**config.mk**
```make
export PLATFORM = sky130hd
export DESIGN_NAME = quad_down_counter_timer
export DESIGN_NICKNAME = d
export VERILOG_FILES = /design/src/quad_timer_pkg.sv /design/src/xtal_prescaler.sv /design/src/quad_down_counter_timer.sv
export SDC_FILE = /design/constraint.sdc
export NUM_CORES = 1
export LEC_CHECK = 0
export ABC_AREA = 1
export BUFFER_PORTS_ARGS = -buffer_cell sky130_fd_sc_hd__buf_2
export CAP_MARGIN = 30
export CORE_ASPECT_RATIO = 2
export CORE_MARGIN = 5
export CORE_UTILIZATION = 60
export DETAILED_ROUTE_END_ITERATION = 8
export MAX_ROUTING_LAYER = met4
export PLACE_DENSITY = 0.92
export SYNTH_ARGS = -nofsm -noshare
export SYNTH_HDL_FRONTEND = slang
export SYNTH_SLANG_ARGS = --single-unit
```
**constraint.sdc**
```tcl
create_clock -name clk -period 30 [get_ports clk]
set_clock_uncertainty 0.1 [all_clocks]
set_input_delay 1.5 -clock clk [delete_from_list [all_inputs] [get_ports clk]]
set_output_delay 1.5 -clock clk [all_outputs]
set_load 0.03 [all_outputs]
```
**src/quad_timer_pkg.sv**
```systemverilog
// constants shared by the quad down-counter timer
package quad_timer_pkg;
  localparam int          timer_count      = 4;
  localparam int          count_width      = 32;
  localparam int          pwm_count        = 8;
  localparam int          select_width     = 4;
  localparam int          xtal_rate_width  = 2;
  localparam int          xtal_div_width   = 5;
  localparam logic [31:0] count_reset      = 32'h0000_0000;
  localparam logic [31:0] count_one        = 32'h0000_0001;
  // tick source codes: 0..7 pwm outputs, 8 crystal tick, others never tick
  localparam logic [3:0]  select_xtal      = 4'h8;
  // crystal tick rate codes
  localparam logic [1:0]  xtal_rate_32k    = 2'h0;
  localparam logic [1:0]  xtal_rate_8k     = 2'h1;
  localparam logic [1:0]  xtal_rate_4k     = 2'h2;
  localparam logic [1:0]  xtal_rate_1k     = 2'h3;
  // crystal edges per tick, less one, for each rate
  localparam logic [4:0]  xtal_div_32k     = 5'h00;
  localparam logic [4:0]  xtal_div_8k      = 5'h03;
  localparam logic [4:0]  xtal_div_4k      = 5'h07;
  localparam logic [4:0]  xtal_div_1k      = 5'h1F;
endpackage

```
**src/xtal_prescaler.sv**
```systemverilog
// crystal tick prescaler: one-cycle enable at 32, 8, 4 or 1 kHz
`timescale 1ns/1ns
`default_nettype none
module xtal_prescaler
  import quad_timer_pkg::*;
(
  input  wire logic                       clk,
  input  wire logic                       rst,
  input  wire logic                       xtal_edge,
  input  wire logic [xtal_rate_width-1:0] rate,
  output var  logic                       tick
);
  typedef struct packed {
    logic [xtal_div_width-1:0] count;
    logic                      tick;
  } state_type;

  state_type state;
  state_type next_state;

  // divide limit for the chosen rate
  function automatic logic [xtal_div_width-1:0] div_limit(input logic [xtal_rate_width-1:0] r);
    case (r)
      xtal_rate_32k: div_limit = xtal_div_32k;
      xtal_rate_8k:  div_limit = xtal_div_8k;
      xtal_rate_4k:  div_limit = xtal_div_4k;
      default:       div_limit = xtal_div_1k;
    endcase
  endfunction

  // count crystal edges and pulse when the limit is passed
  always_comb begin
    next_state      = state;
    next_state.tick = 1'b0;
    if (xtal_edge) begin
      if (state.count >= div_limit(rate)) begin
        next_state.count = '0;
        next_state.tick  = 1'b1;
      end else begin
        next_state.count = state.count + 5'h01;
      end
    end
  end

  always_ff @(posedge clk or posedge rst) begin
    if (rst) begin
      state <= '0;
    end else begin
      state <= next_state;
    end
  end

  assign tick = state.tick;
endmodule
`default_nettype wire

```
**src/quad_down_counter_timer.sv**
```systemverilog
// four 32-bit down-counting timers with reload, match and selectable tick
// Contract
// four timers, fixed count plus running counter
// counter decrements; zero sets status bit
// reload on: copy fixed count, continue
// reload off: counter stalls at zero
// load-on-write copies written fixed count
// polarity selects rising or falling edge
// sources: pwm outputs, crystal 32/8/4/1 kHz
// counter equal match raises interrupt
// one decrement per synchronised qualified edge
// status holds until software clears
`timescale 1ns/1ns
`default_nettype none
module quad_down_counter_timer
  import quad_timer_pkg::*;
(
  input  wire logic                                      clk,
  input  wire logic                                      rst,
  input  wire logic [pwm_count-1:0]                      pwm_in,
  input  wire logic                                      xtal_in,
  input  wire logic [xtal_rate_width-1:0]                xtal_rate,
  input  wire logic [timer_count-1:0][select_width-1:0]  source_select,
  input  wire logic [timer_count-1:0]                    invert,
  input  wire logic [timer_count-1:0]                    reload,
  input  wire logic [timer_count-1:0]                    load_on_write,
  input  wire logic [timer_count-1:0]                    fixed_write,
  input  wire logic [count_width-1:0]                    fixed_data,
  input  wire logic [timer_count-1:0]                    match_write,
  input  wire logic [count_width-1:0]                    match_data,
  input  wire logic [timer_count-1:0]                    status_clear,
  input  wire logic [timer_count-1:0]                    match_clear,
  output var  logic [timer_count-1:0][count_width-1:0]   fixed_count,
  output var  logic [timer_count-1:0][count_width-1:0]   running_count,
  output var  logic [timer_count-1:0][count_width-1:0]   match_value,
  output var  logic [timer_count-1:0]                    zero_status,
  output var  logic [timer_count-1:0]                    match_status
);
  // notes for users of this block
  //  - pwm pins and the crystal pin are asynchronous; each passes two flip-flops
  //    before anything looks at it, so a pwm pin edge moves a counter three clocks later and a ticking crystal edge four
  //  - source edges closer than two clocks apart can merge into one count
  //  - the crystal source is the prescaled tick pulse: one count per tick on
  //    either polarity, the falling setting just counts one clock later
  //  - changing a running timer's source or polarity can look like an edge and
  //    cost one count; park the timer or reload it afterwards
  //  - source codes above the crystal code select a level that never moves
  //  - with reload on, the running value passes from one straight to the fixed
  //    count and never shows zero
  //  - with reload on and a fixed count of zero, the timer sits at zero and
  //    never raises its zero flag
  //  - a write to the fixed count beats a count in the same clock
  //  - both status flags are sticky, and a set in the clearing clock wins, so
  //    a clear never hides an event
  //  - the match compare runs every clock, so a counter parked on the match
  //    value keeps its flag set however often it is cleared
  //  - out of reset all counters and match values are zero, which sets every
  //    match flag on the first clock; software clears them after setup
  //  - the two flag vectors are the interrupt requests; there is no other pin

  // all state of the block except the crystal prescaler lives in one register
  typedef struct packed {
    // blocks edge detection until the previous-level register holds real levels
    logic                                       armed;
    // pin synchronisers and edge history
    logic [pwm_count-1:0]                       pwm_meta;
    logic [pwm_count-1:0]                       pwm_sync;
    logic                                       xtal_meta;
    logic                                       xtal_sync;
    logic                                       xtal_last;
    logic [timer_count-1:0]                     source_last;
    logic [timer_count-1:0][count_width-1:0]    fixed;
    logic [timer_count-1:0][count_width-1:0]    running;
    logic [timer_count-1:0][count_width-1:0]    match;
    logic [timer_count-1:0]                     zero_flag;
    logic [timer_count-1:0]                     match_flag;
  } state_type;

  state_type                         state;
  state_type                         next_state;
  logic                              xtal_edge;
  logic                              xtal_tick;
  logic [timer_count-1:0]            source_level;
  logic [timer_count-1:0]            qualified;

  // pick the tick level for one timer; the crystal source is the one-clock
  // prescaler pulse, so both of its edges come once per tick and either
  // polarity setting counts every tick
  function automatic logic source_pick(input logic [select_width-1:0] sel,
                                       input logic [pwm_count-1:0]    pwm,
                                       input logic                    xtal_level);
    if (sel < select_xtal) begin
      source_pick = pwm[sel[2:0]];
    end else if (sel == select_xtal) begin
      source_pick = xtal_level;
    end else begin
      source_pick = 1'b0;
    end
  endfunction

  // the running value that the next qualified edge takes to zero, or to the fixed count with reload on
  function automatic logic is_last(input logic [count_width-1:0] value);
    is_last = (value == count_one);
  endfunction

  // running value after one qualified edge
  function automatic logic [count_width-1:0] count_step(
      input logic [count_width-1:0] value,
      input logic [count_width-1:0] fixed,
      input logic                   again);
    if (is_last(value) || value == count_reset) begin
      // at one or zero: reload and go on, or stall at zero until software loads a value
      if (again) begin
        count_step = fixed;
      end else begin
        count_step = count_reset;
      end
    end else begin
      // plain step down by exactly one
      count_step = value - count_one;
    end
  endfunction

  // crystal rising edge after synchronisation
  assign xtal_edge = state.xtal_sync & ~state.xtal_last;

  xtal_prescaler prescaler (
    .clk       (clk),
    .rst       (rst),
    .xtal_edge (xtal_edge),
    .rate      (xtal_rate),
    .tick      (xtal_tick)
  );

  // per-timer source level, polarity, and edge qualification
  always_comb begin
    for (int t = 0; t < timer_count; t++) begin
      source_level[t] = source_pick(source_select[t], state.pwm_sync, xtal_tick)
                        ^ invert[t];
      // no edge before the previous-level register is loaded, otherwise an
      // inverted idle source would count once right after reset
      qualified[t]    = state.armed & source_level[t] & ~state.source_last[t];
    end
  end

  // next state of synchronisers, counters and flags
  always_comb begin
    next_state           = state;
    next_state.pwm_meta  = pwm_in;
    next_state.pwm_sync  = state.pwm_meta;
    next_state.xtal_meta = xtal_in;
    next_state.xtal_sync = state.xtal_meta;
    next_state.xtal_last = state.xtal_sync;
    // armed rises on the first clock after reset and stays high
    next_state.armed     = 1'b1;
    // remember each selected level for the next clock's edge test
    next_state.source_last = source_level;
    for (int t = 0; t < timer_count; t++) begin
      // counting: one step per qualified edge; reaching or sitting at zero
      // reloads the fixed count when reload is on, and stays at zero if not
      if (qualified[t]) begin
        next_state.running[t] = count_step(state.running[t], state.fixed[t],
                                           reload[t]);
      end
      // software writes of fixed count and match; a write beats a count in
      // the same clock, so a freshly loaded value is never stepped at once
      if (fixed_write[t]) begin
        next_state.fixed[t] = fixed_data;
        if (load_on_write[t]) begin
          next_state.running[t] = fixed_data;
        end
      end
      if (match_write[t]) begin
        next_state.match[t] = match_data;
      end
      // sticky flags: the clear comes first and the set after it, so a set
      // in the clearing cycle wins
      if (status_clear[t]) begin
        next_state.zero_flag[t] = 1'b0;
      end
      if (qualified[t] && is_last(state.running[t])) begin
        next_state.zero_flag[t] = 1'b1;
      end
      if (match_clear[t]) begin
        next_state.match_flag[t] = 1'b0;
      end
      // match compares the registered values on every clock
      if (state.running[t] == state.match[t]) begin
        next_state.match_flag[t] = 1'b1;
      end
    end
  end

  always_ff @(posedge clk or posedge rst) begin
    if (rst) begin
      state <= '0;
    end else begin
      state <= next_state;
    end
  end

  // outputs straight from flip-flops
  assign fixed_count   = state.fixed;
  assign running_count = state.running;
  assign match_value   = state.match;
  assign zero_status   = state.zero_flag;
  assign match_status  = state.match_flag;
endmodule
`default_nettype wire

```
-- Word-level counts from Yosys, hierarchy flattened
Cells that the tools add are included.
- reduce and logical (&&, ||, !) cells: 21
- $lt $le $gt $ge: 9
- equal/unequal tests: 14
- multiplexer cells: 57
- bitwise operators: 18
- $add $sub $neg: 5
- operators with widths (kind ; count):
    $mux W32 ; 20
    $eq A32 B1 Y1 const B ; 4
    $eq A32 B32 Y1 ; 4
    $logic_not A32 Y1 ; 4
    $sub A32 B1 Y32 const B ; 4
    $mux W1 ; 30
    $eq A4 B4 Y1 const B ; 4
    $lt A3 B4 Y1 const B ; 4
    $lt A4 B4 Y1 const B ; 4
    $reduce_bool A2 Y1 ; 8
    $pmux W5 S3 ; 1
    $bmux W1 S3 ; 4
    $mux W5 ; 2
    $and A1 B1 Y1 ; 9
    $add A5 B1 Y5 const B ; 1
    $ge A5 B5 Y1 ; 1
    $not A1 Y1 ; 5
    $logic_and A1 B1 Y1 ; 4
    $logic_or A1 B1 Y1 ; 4
    $xor A1 B1 Y1 ; 4
    $eq A2 B1 Y1 const B ; 1
    $eq A2 B2 Y1 const B ; 1
    $logic_not A2 Y1 ; 1
- output and inout port bits: 392
- input port bits: 121
- bits in registers: 422
- logic and storage cells: 153

-- Longest topological paths before layout
- depth after elaboration: 9
- gate-level depth with buffers: 16
- gate-level depth less buffers: 14

-- Hierarchy
A second synthesis with hierarchy kept.
- cells, all modules: 3993
- area, all modules: 28771.3 sq um
- by module, submodules not included (module ; sequential area each (sq um) ; instances ; cells each ; area an instance (sq um)):
    quad_down_counter_timer ; 10410.0 ; 1 ; 3937 ; 28320.9
    xtal_prescaler ; 150.1 ; 1 ; 56 ; 450.4

-- Worst setup path before layout
No wires, ideal clock.
- path type: input port to flip-flop
- from: input port source_select[12] in the netlist's numbering
- to: register state, in the netlist running_count[119]
- path slack: 27.166 ns
- stages on the path: 14
- path buffers: 2
- data required time: 29.787 ns
- library setup time: 0.113 ns
- arrival: 2.621 ns
- path through: inv_1 -> nand2_1 -> nand3_1 -> nand3_1 -> nand3_1 -> nand2_1 -> nand2_1 -> nand3_1 -> buf_4 -> buf_2 -> nand2_1 -> nand3_1 -> nand2_1 -> inv_1
- RTL lines (element ; RTL line ; source):
    from (decl) ; quad_down_counter_timer.sv:23 ; input wire logic [timer_count-1:0][select_width-1:0] source_select,
    to (signal assigned) ; quad_down_counter_timer.sv:198 ; state <= next_state;
    to (decl) ; quad_down_counter_timer.sv:79 ; state_type state;

==> impl_results.html <==
<table>
<tr><th>Metric</th><th>Value</th></tr>
<tr><th colspan="2">STA</th></tr>
<tr><td>Share of the cycle needed by the critical path after routing</td><td>0.115</td></tr>
<tr><td>Number of failing hold endpoints at the final stage</td><td>0</td></tr>
<tr><td>Slew at the pin with the worst max-slew slack</td><td>1.00 ns</td></tr>
<tr><td>Number of max-slew violations in the final report</td><td>0</td></tr>
<tr><td>Max-Slew Margin vs Limit</td><td>0.333</td></tr>
<tr><td>Unrepaired setup endpoints after global routing</td><td>no</td></tr>
<tr><td>Setup_tns</td><td>0 ns</td></tr>
<tr><td>Fin crit period</td><td>between 3 and 4 ns</td></tr>
<tr><td>Top achievable clock speed</td><td>just under 0.3 GHz</td></tr>
<tr><td>Setup violation total in the final timing report</td><td>0</td></tr>
<tr><th colspan="2">GRT</th></tr>
<tr><td>Antenna violations before repair</td><td>8</td></tr>
<tr><td>Maximum number of pins on one net before global-route repair</td><td>roughly 180</td></tr>
<tr><td>GRT overflow</td><td>0</td></tr>
<tr><td>Wire length of the first global-routing pass</td><td>approximately 170000 µm</td></tr>
<tr><td>Number of global-route vias before repair</td><td>~26k</td></tr>
<tr><td>All-layer global routing usage</td><td>0.456</td></tr>
<tr><th colspan="2">Power and ir drop</th></tr>
<tr><td>Maximum resistive drop on vdd</td><td>around 0.070 mV</td></tr>
<tr><td>Combinational share of power</td><td>0.319</td></tr>
<tr><td>Switching power</td><td>807 µW</td></tr>
<tr><td>Pleak</td><td>between 0.015 and 0.02 µW</td></tr>
<tr><td>Reg power frac</td><td>0.412</td></tr>
<tr><td>Sw frac</td><td>0.420</td></tr>
<tr><td>Part of the power in the clock network</td><td>0.270</td></tr>
<tr><td>Power per standard cell area</td><td>between 60 and 70 nW/µm²</td></tr>
<tr><td>Power, Total</td><td>approximately 1900 µW</td></tr>
<tr><td>Cell-internal power</td><td>about 1100 µW</td></tr>
<tr><th colspan="2">Detailed routing</th></tr>
<tr><td>Antenna-violating nets left</td><td>0</td></tr>
<tr><td>Routed wire length per instance</td><td>25.5 µm</td></tr>
<tr><td>Routed vias</td><td>between 20k and 30k</td></tr>
<tr><td>Number of detailed-route iterations in the first pass</td><td>7</td></tr>
<tr><td>Count of routing violations after the opening detailed-route iteration</td><td>3550</td></tr>
<tr><td>Wire length after detailed routing</td><td>between 100000 and 150000 µm</td></tr>
<tr><td>DRC Markers</td><td>0</td></tr>
<tr><td>Avg Vias per Cell</td><td>around 5.9</td></tr>
<tr><th colspan="2">Finish</th></tr>
<tr><td>Most common cell after layout, fill and taps aside</td><td>sky130_fd_sc_hd__nand2_1</td></tr>
<tr><td>Final net count</td><td>4130</td></tr>
<tr><td>Growth of design area from synthesis to finish</td><td>4.16%</td></tr>
<tr><td>Non-filler cells, final</td><td>4660</td></tr>
<tr><td>Share of the core filled with cells in the final layout</td><td>0.629</td></tr>
<tr><td>Share of cells above drive strength 1</td><td>0.190</td></tr>
<tr><td>Most frequent cells in the layout</td><td>sky130_fd_sc_hd__nand2_1 (1135), sky130_fd_sc_hd__buf_2 (512), sky130_fd_sc_hd__nor2_1 (430), sky130_fd_sc_hd__dfrtp_1 (422), sky130_fd_sc_hd__inv_1 (388)</td></tr>
<tr><td>Non-Filler Cell Area, Final</td><td>just under 30000 µm²</td></tr>
<tr><th colspan="2">Flow run</th></tr>
<tr><td>Number of maximum-capacitance constraint violations</td><td>0</td></tr>
<tr><th colspan="2">Logic synthesis</th></tr>
<tr><td>Synthesized area per cell</td><td>about 7.2 µm²</td></tr>
<tr><td>Post-synthesis sequential area ratio</td><td>0.369</td></tr>
<tr><td>Cell accounting for the most synthesized area</td><td>sky130_fd_sc_hd__dfrtp_1</td></tr>
<tr><td>Post-Synth XOR/XNOR Area</td><td>0.0466</td></tr>
<tr><td>Synth Area in Simple Gates</td><td>0.316</td></tr>
<tr><td>Post-synth top area share</td><td>0.369</td></tr>
<tr><td>Syn. warnings</td><td>0</td></tr>
<tr><td>Number of library cell types mapped by synthesis</td><td>38</td></tr>
<tr><td>Register bit total from synthesis</td><td>between 400 and 500</td></tr>
<tr><td>Synth Instances</td><td>3958</td></tr>
<tr><td>Mux contribution to synthesized area</td><td>0.0441</td></tr>
<tr><td>Compound-gate portion of the synthesized area</td><td>0.0384</td></tr>
<tr><td>Netlist area before placement</td><td>28600 µm²</td></tr>
<tr><td>Adder and majority cell fraction of the synthesized area</td><td>0.00613</td></tr>
<tr><td>Post-synthesis net count</td><td>4093</td></tr>
<tr><td>Dominant cells by area after synthesis</td><td>sky130_fd_sc_hd__dfrtp_1 (37%), sky130_fd_sc_hd__nand2_1 (15%), sky130_fd_sc_hd__buf_4 (11%)</td></tr>
<tr><td>Largest family of logic cells by synthesized area</td><td>simple AND/OR/NAND/NOR gates</td></tr>
<tr><th colspan="2">Setup path</th></tr>
<tr><td>Largest fanout on the critical path</td><td>61</td></tr>
<tr><td>Arrival time worst endpoint</td><td>~3.9 ns</td></tr>
<tr><td>Kind of start point of the critical path</td><td>input pin</td></tr>
<tr><td>Crit path kind</td><td>in2reg</td></tr>
<tr><td>Endpoint type of the worst setup path</td><td>flip-flop</td></tr>
<tr><td>Required time of the critical path</td><td>slightly above 30 ns</td></tr>
<tr><th colspan="2">Clock network</th></tr>
<tr><td>Clock latency on the worst-skew pair</td><td>approximately 0.58 ns</td></tr>
<tr><td>TritonCTS clock tree</td><td>done</td></tr>
<tr><td>Maximum clock path buffer count</td><td>3</td></tr>
<tr><td>Number of buffers inserted by post-CTS setup repair</td><td>0</td></tr>
<tr><td>CTS Root Buffer Type</td><td>sky130_fd_sc_hd__clkbuf_16</td></tr>
<tr><td>Hold Buf Count CTS</td><td>0</td></tr>
<tr><td>Clock transition at path regs</td><td>around 0.060 ns</td></tr>
<tr><td>H-tree level count</td><td>2</td></tr>
<tr><td>Clk sinks</td><td>between 400 and 500</td></tr>
<tr><td>CTS buffer count</td><td>38</td></tr>
<tr><td>Post-cts repair resize count</td><td>0</td></tr>
<tr><th colspan="2">Placed design</th></tr>
<tr><td>Standard cell area after detailed placement</td><td>around 29000 µm²</td></tr>
<tr><td>Cell total after placement</td><td>approximately 4.6k</td></tr>
<tr><td>Port Buffer Count</td><td>512</td></tr>
<tr><td>Sum of net half-perimeters after detailed placement</td><td>86700 µm</td></tr>
<tr><td>GP Congestion</td><td>~1.1</td></tr>
<tr><th colspan="2">Die</th></tr>
<tr><td>Placement row count</td><td>between 100 and 150</td></tr>
<tr><td>Placeable Area</td><td>47400 µm²</td></tr>
<tr><td>Overall die width</td><td>around 160 µm</td></tr>
<tr><td>Die Outline Area</td><td>roughly 52000 µm²</td></tr>
<tr><td>Initial Utilization</td><td>0.604</td></tr>
<tr><td>Count of boundary I/O pins</td><td>between 500 and 600</td></tr>
<tr><td>Die span in y</td><td>between 300 and 400 µm</td></tr>
<tr><th colspan="2">Hold path</th></tr>
<tr><td>Hold Path Class</td><td>reg2reg</td></tr>
<tr><th colspan="2">Run status</th></tr>
<tr><td>Run status</td><td>finished, final reports clean</td></tr>
</table>
==> Yosys cell counts <==
cell type                   count
sky130_fd_sc_hd__clkbuf_1      79
sky130_fd_sc_hd__o21a_1         1
sky130_fd_sc_hd__buf_1          8
sky130_fd_sc_hd__nor2_2        20
sky130_fd_sc_hd__nor2_4        11
sky130_fd_sc_hd__nor2_1       431
sky130_fd_sc_hd__a21oi_1      125
sky130_fd_sc_hd__nand3_1      340
sky130_fd_sc_hd__a21o_1         2
sky130_fd_sc_hd__or2_2          2
sky130_fd_sc_hd__nand2_4        2
sky130_fd_sc_hd__nor3b_1        1
sky130_fd_sc_hd__o2111ai_1     13
sky130_fd_sc_hd__nor4_1         5
sky130_fd_sc_hd__nand4_1      123
sky130_fd_sc_hd__xor2_1        36
sky130_fd_sc_hd__nand3_2        2
sky130_fd_sc_hd__a21oi_2        1
sky130_fd_sc_hd__o21ai_0       46
sky130_fd_sc_hd__dfrtp_1      422
sky130_fd_sc_hd__inv_1        389
sky130_fd_sc_hd__xnor2_1      116
sky130_fd_sc_hd__o22ai_1        3
sky130_fd_sc_hd__o221ai_1       2
sky130_fd_sc_hd__buf_2         30
sky130_fd_sc_hd__nand2_2       17
sky130_fd_sc_hd__nor3_1        11
sky130_fd_sc_hd__nand2_1     1135
sky130_fd_sc_hd__buf_4        406
sky130_fd_sc_hd__inv_2          5
sky130_fd_sc_hd__mux2_2       112
sky130_fd_sc_hd__nand3b_1      16
sky130_fd_sc_hd__clkinv_1       3
sky130_fd_sc_hd__and2_1        10
sky130_fd_sc_hd__ha_1          14
sky130_fd_sc_hd__buf_6         10
sky130_fd_sc_hd__o21bai_1       8
sky130_fd_sc_hd__conb_1         1
==> stage by stage <==
step | worst slack [ns] | hold WS (ns)
after floorplan | 16.65 | 0.231
after global placement | 25.95 | 0.232
after detailed placement | 25.91 | 0.236
after CTS | 26.50 | 0.250
after global routing | 26.13 | 0.252
final | 26.54 | 0.248
==> sequential cells by signal (all words and copies together) (netlist names) <==
signal,count
match_status,4
running_count,128
fixed_count,128
state,14
next_state,10
prescaler.tick,1
zero_status,4
prescaler.state,5
match_value,128
==> metal layers <==
layer,up-vias,global-route usage,part of all wire
met1,12800,0.507,0.32
met3,580,0.107,0.12
li1,12200,-,-
met2,1992,0.688,0.45
met4,0,0.376,0.11
met5,-,-,0
==> critical path, stage by stage <==
cell,delay [ns]
sky130_fd_sc_hd__buf_2,0.10
sky130_fd_sc_hd__buf_4,0.28
sky130_fd_sc_hd__nand2_1,0.15
sky130_fd_sc_hd__buf_4,0.41
sky130_fd_sc_hd__clkinv_1,0.87
sky130_fd_sc_hd__nand2_1,0.30
sky130_fd_sc_hd__nand2_1,0.11
sky130_fd_sc_hd__inv_1,0.08
==> final cells by class <==
class,instances,area (µm²)
fillers,4348,17600
clock buffers,54,1120
diodes,9,22.5
well taps,632,791
flip-flops and latches,422,10600
multi-input cells,2606,12900
inverters,397,1500
repair buffers,530,2740
clock inverters,10,134
==> power by group through the flow <==
stage / registers [µW] / clock network (µW) / logic [µW]
final: 790 / 518 / 612
after global placement: 791 / 0 / 589
after detailed placement: 791 / 0 / 600
after global routing: 791 / 539 / 659
after floorplan: 722 / 0 / 521
after CTS: 781 / 519 / 604
==> worst paths after layout <==
check / to / cells past startpoint / slack [ns] / startpoint
worst max-delay path: running_count[65] / 8 / 26.54 / fixed_write[2]
worst min-delay path: next_state[396] / 0 / 0.25 / next_state[397]
worst max register to register: running_count[35] / 13 / 26.86 / running_count[32]
worst min register to register: next_state[396] / 0 / 0.25 / next_state[397]
max in group asynchronous: fixed_count[81] / 4 / 26.57 / rst
min in group asynchronous: running_count[25] / 2 / 1.02 / rst
==> cell families after synthesis <==
family          after synthesis
compound gates              201
xor+xnor                    152
fa+ha+maj                    14
buf+inv                     930
flops                       422
mux                         112
other cells                   1
simple gates               2126
No activity file was read; power rests on OpenSTA's default activity.
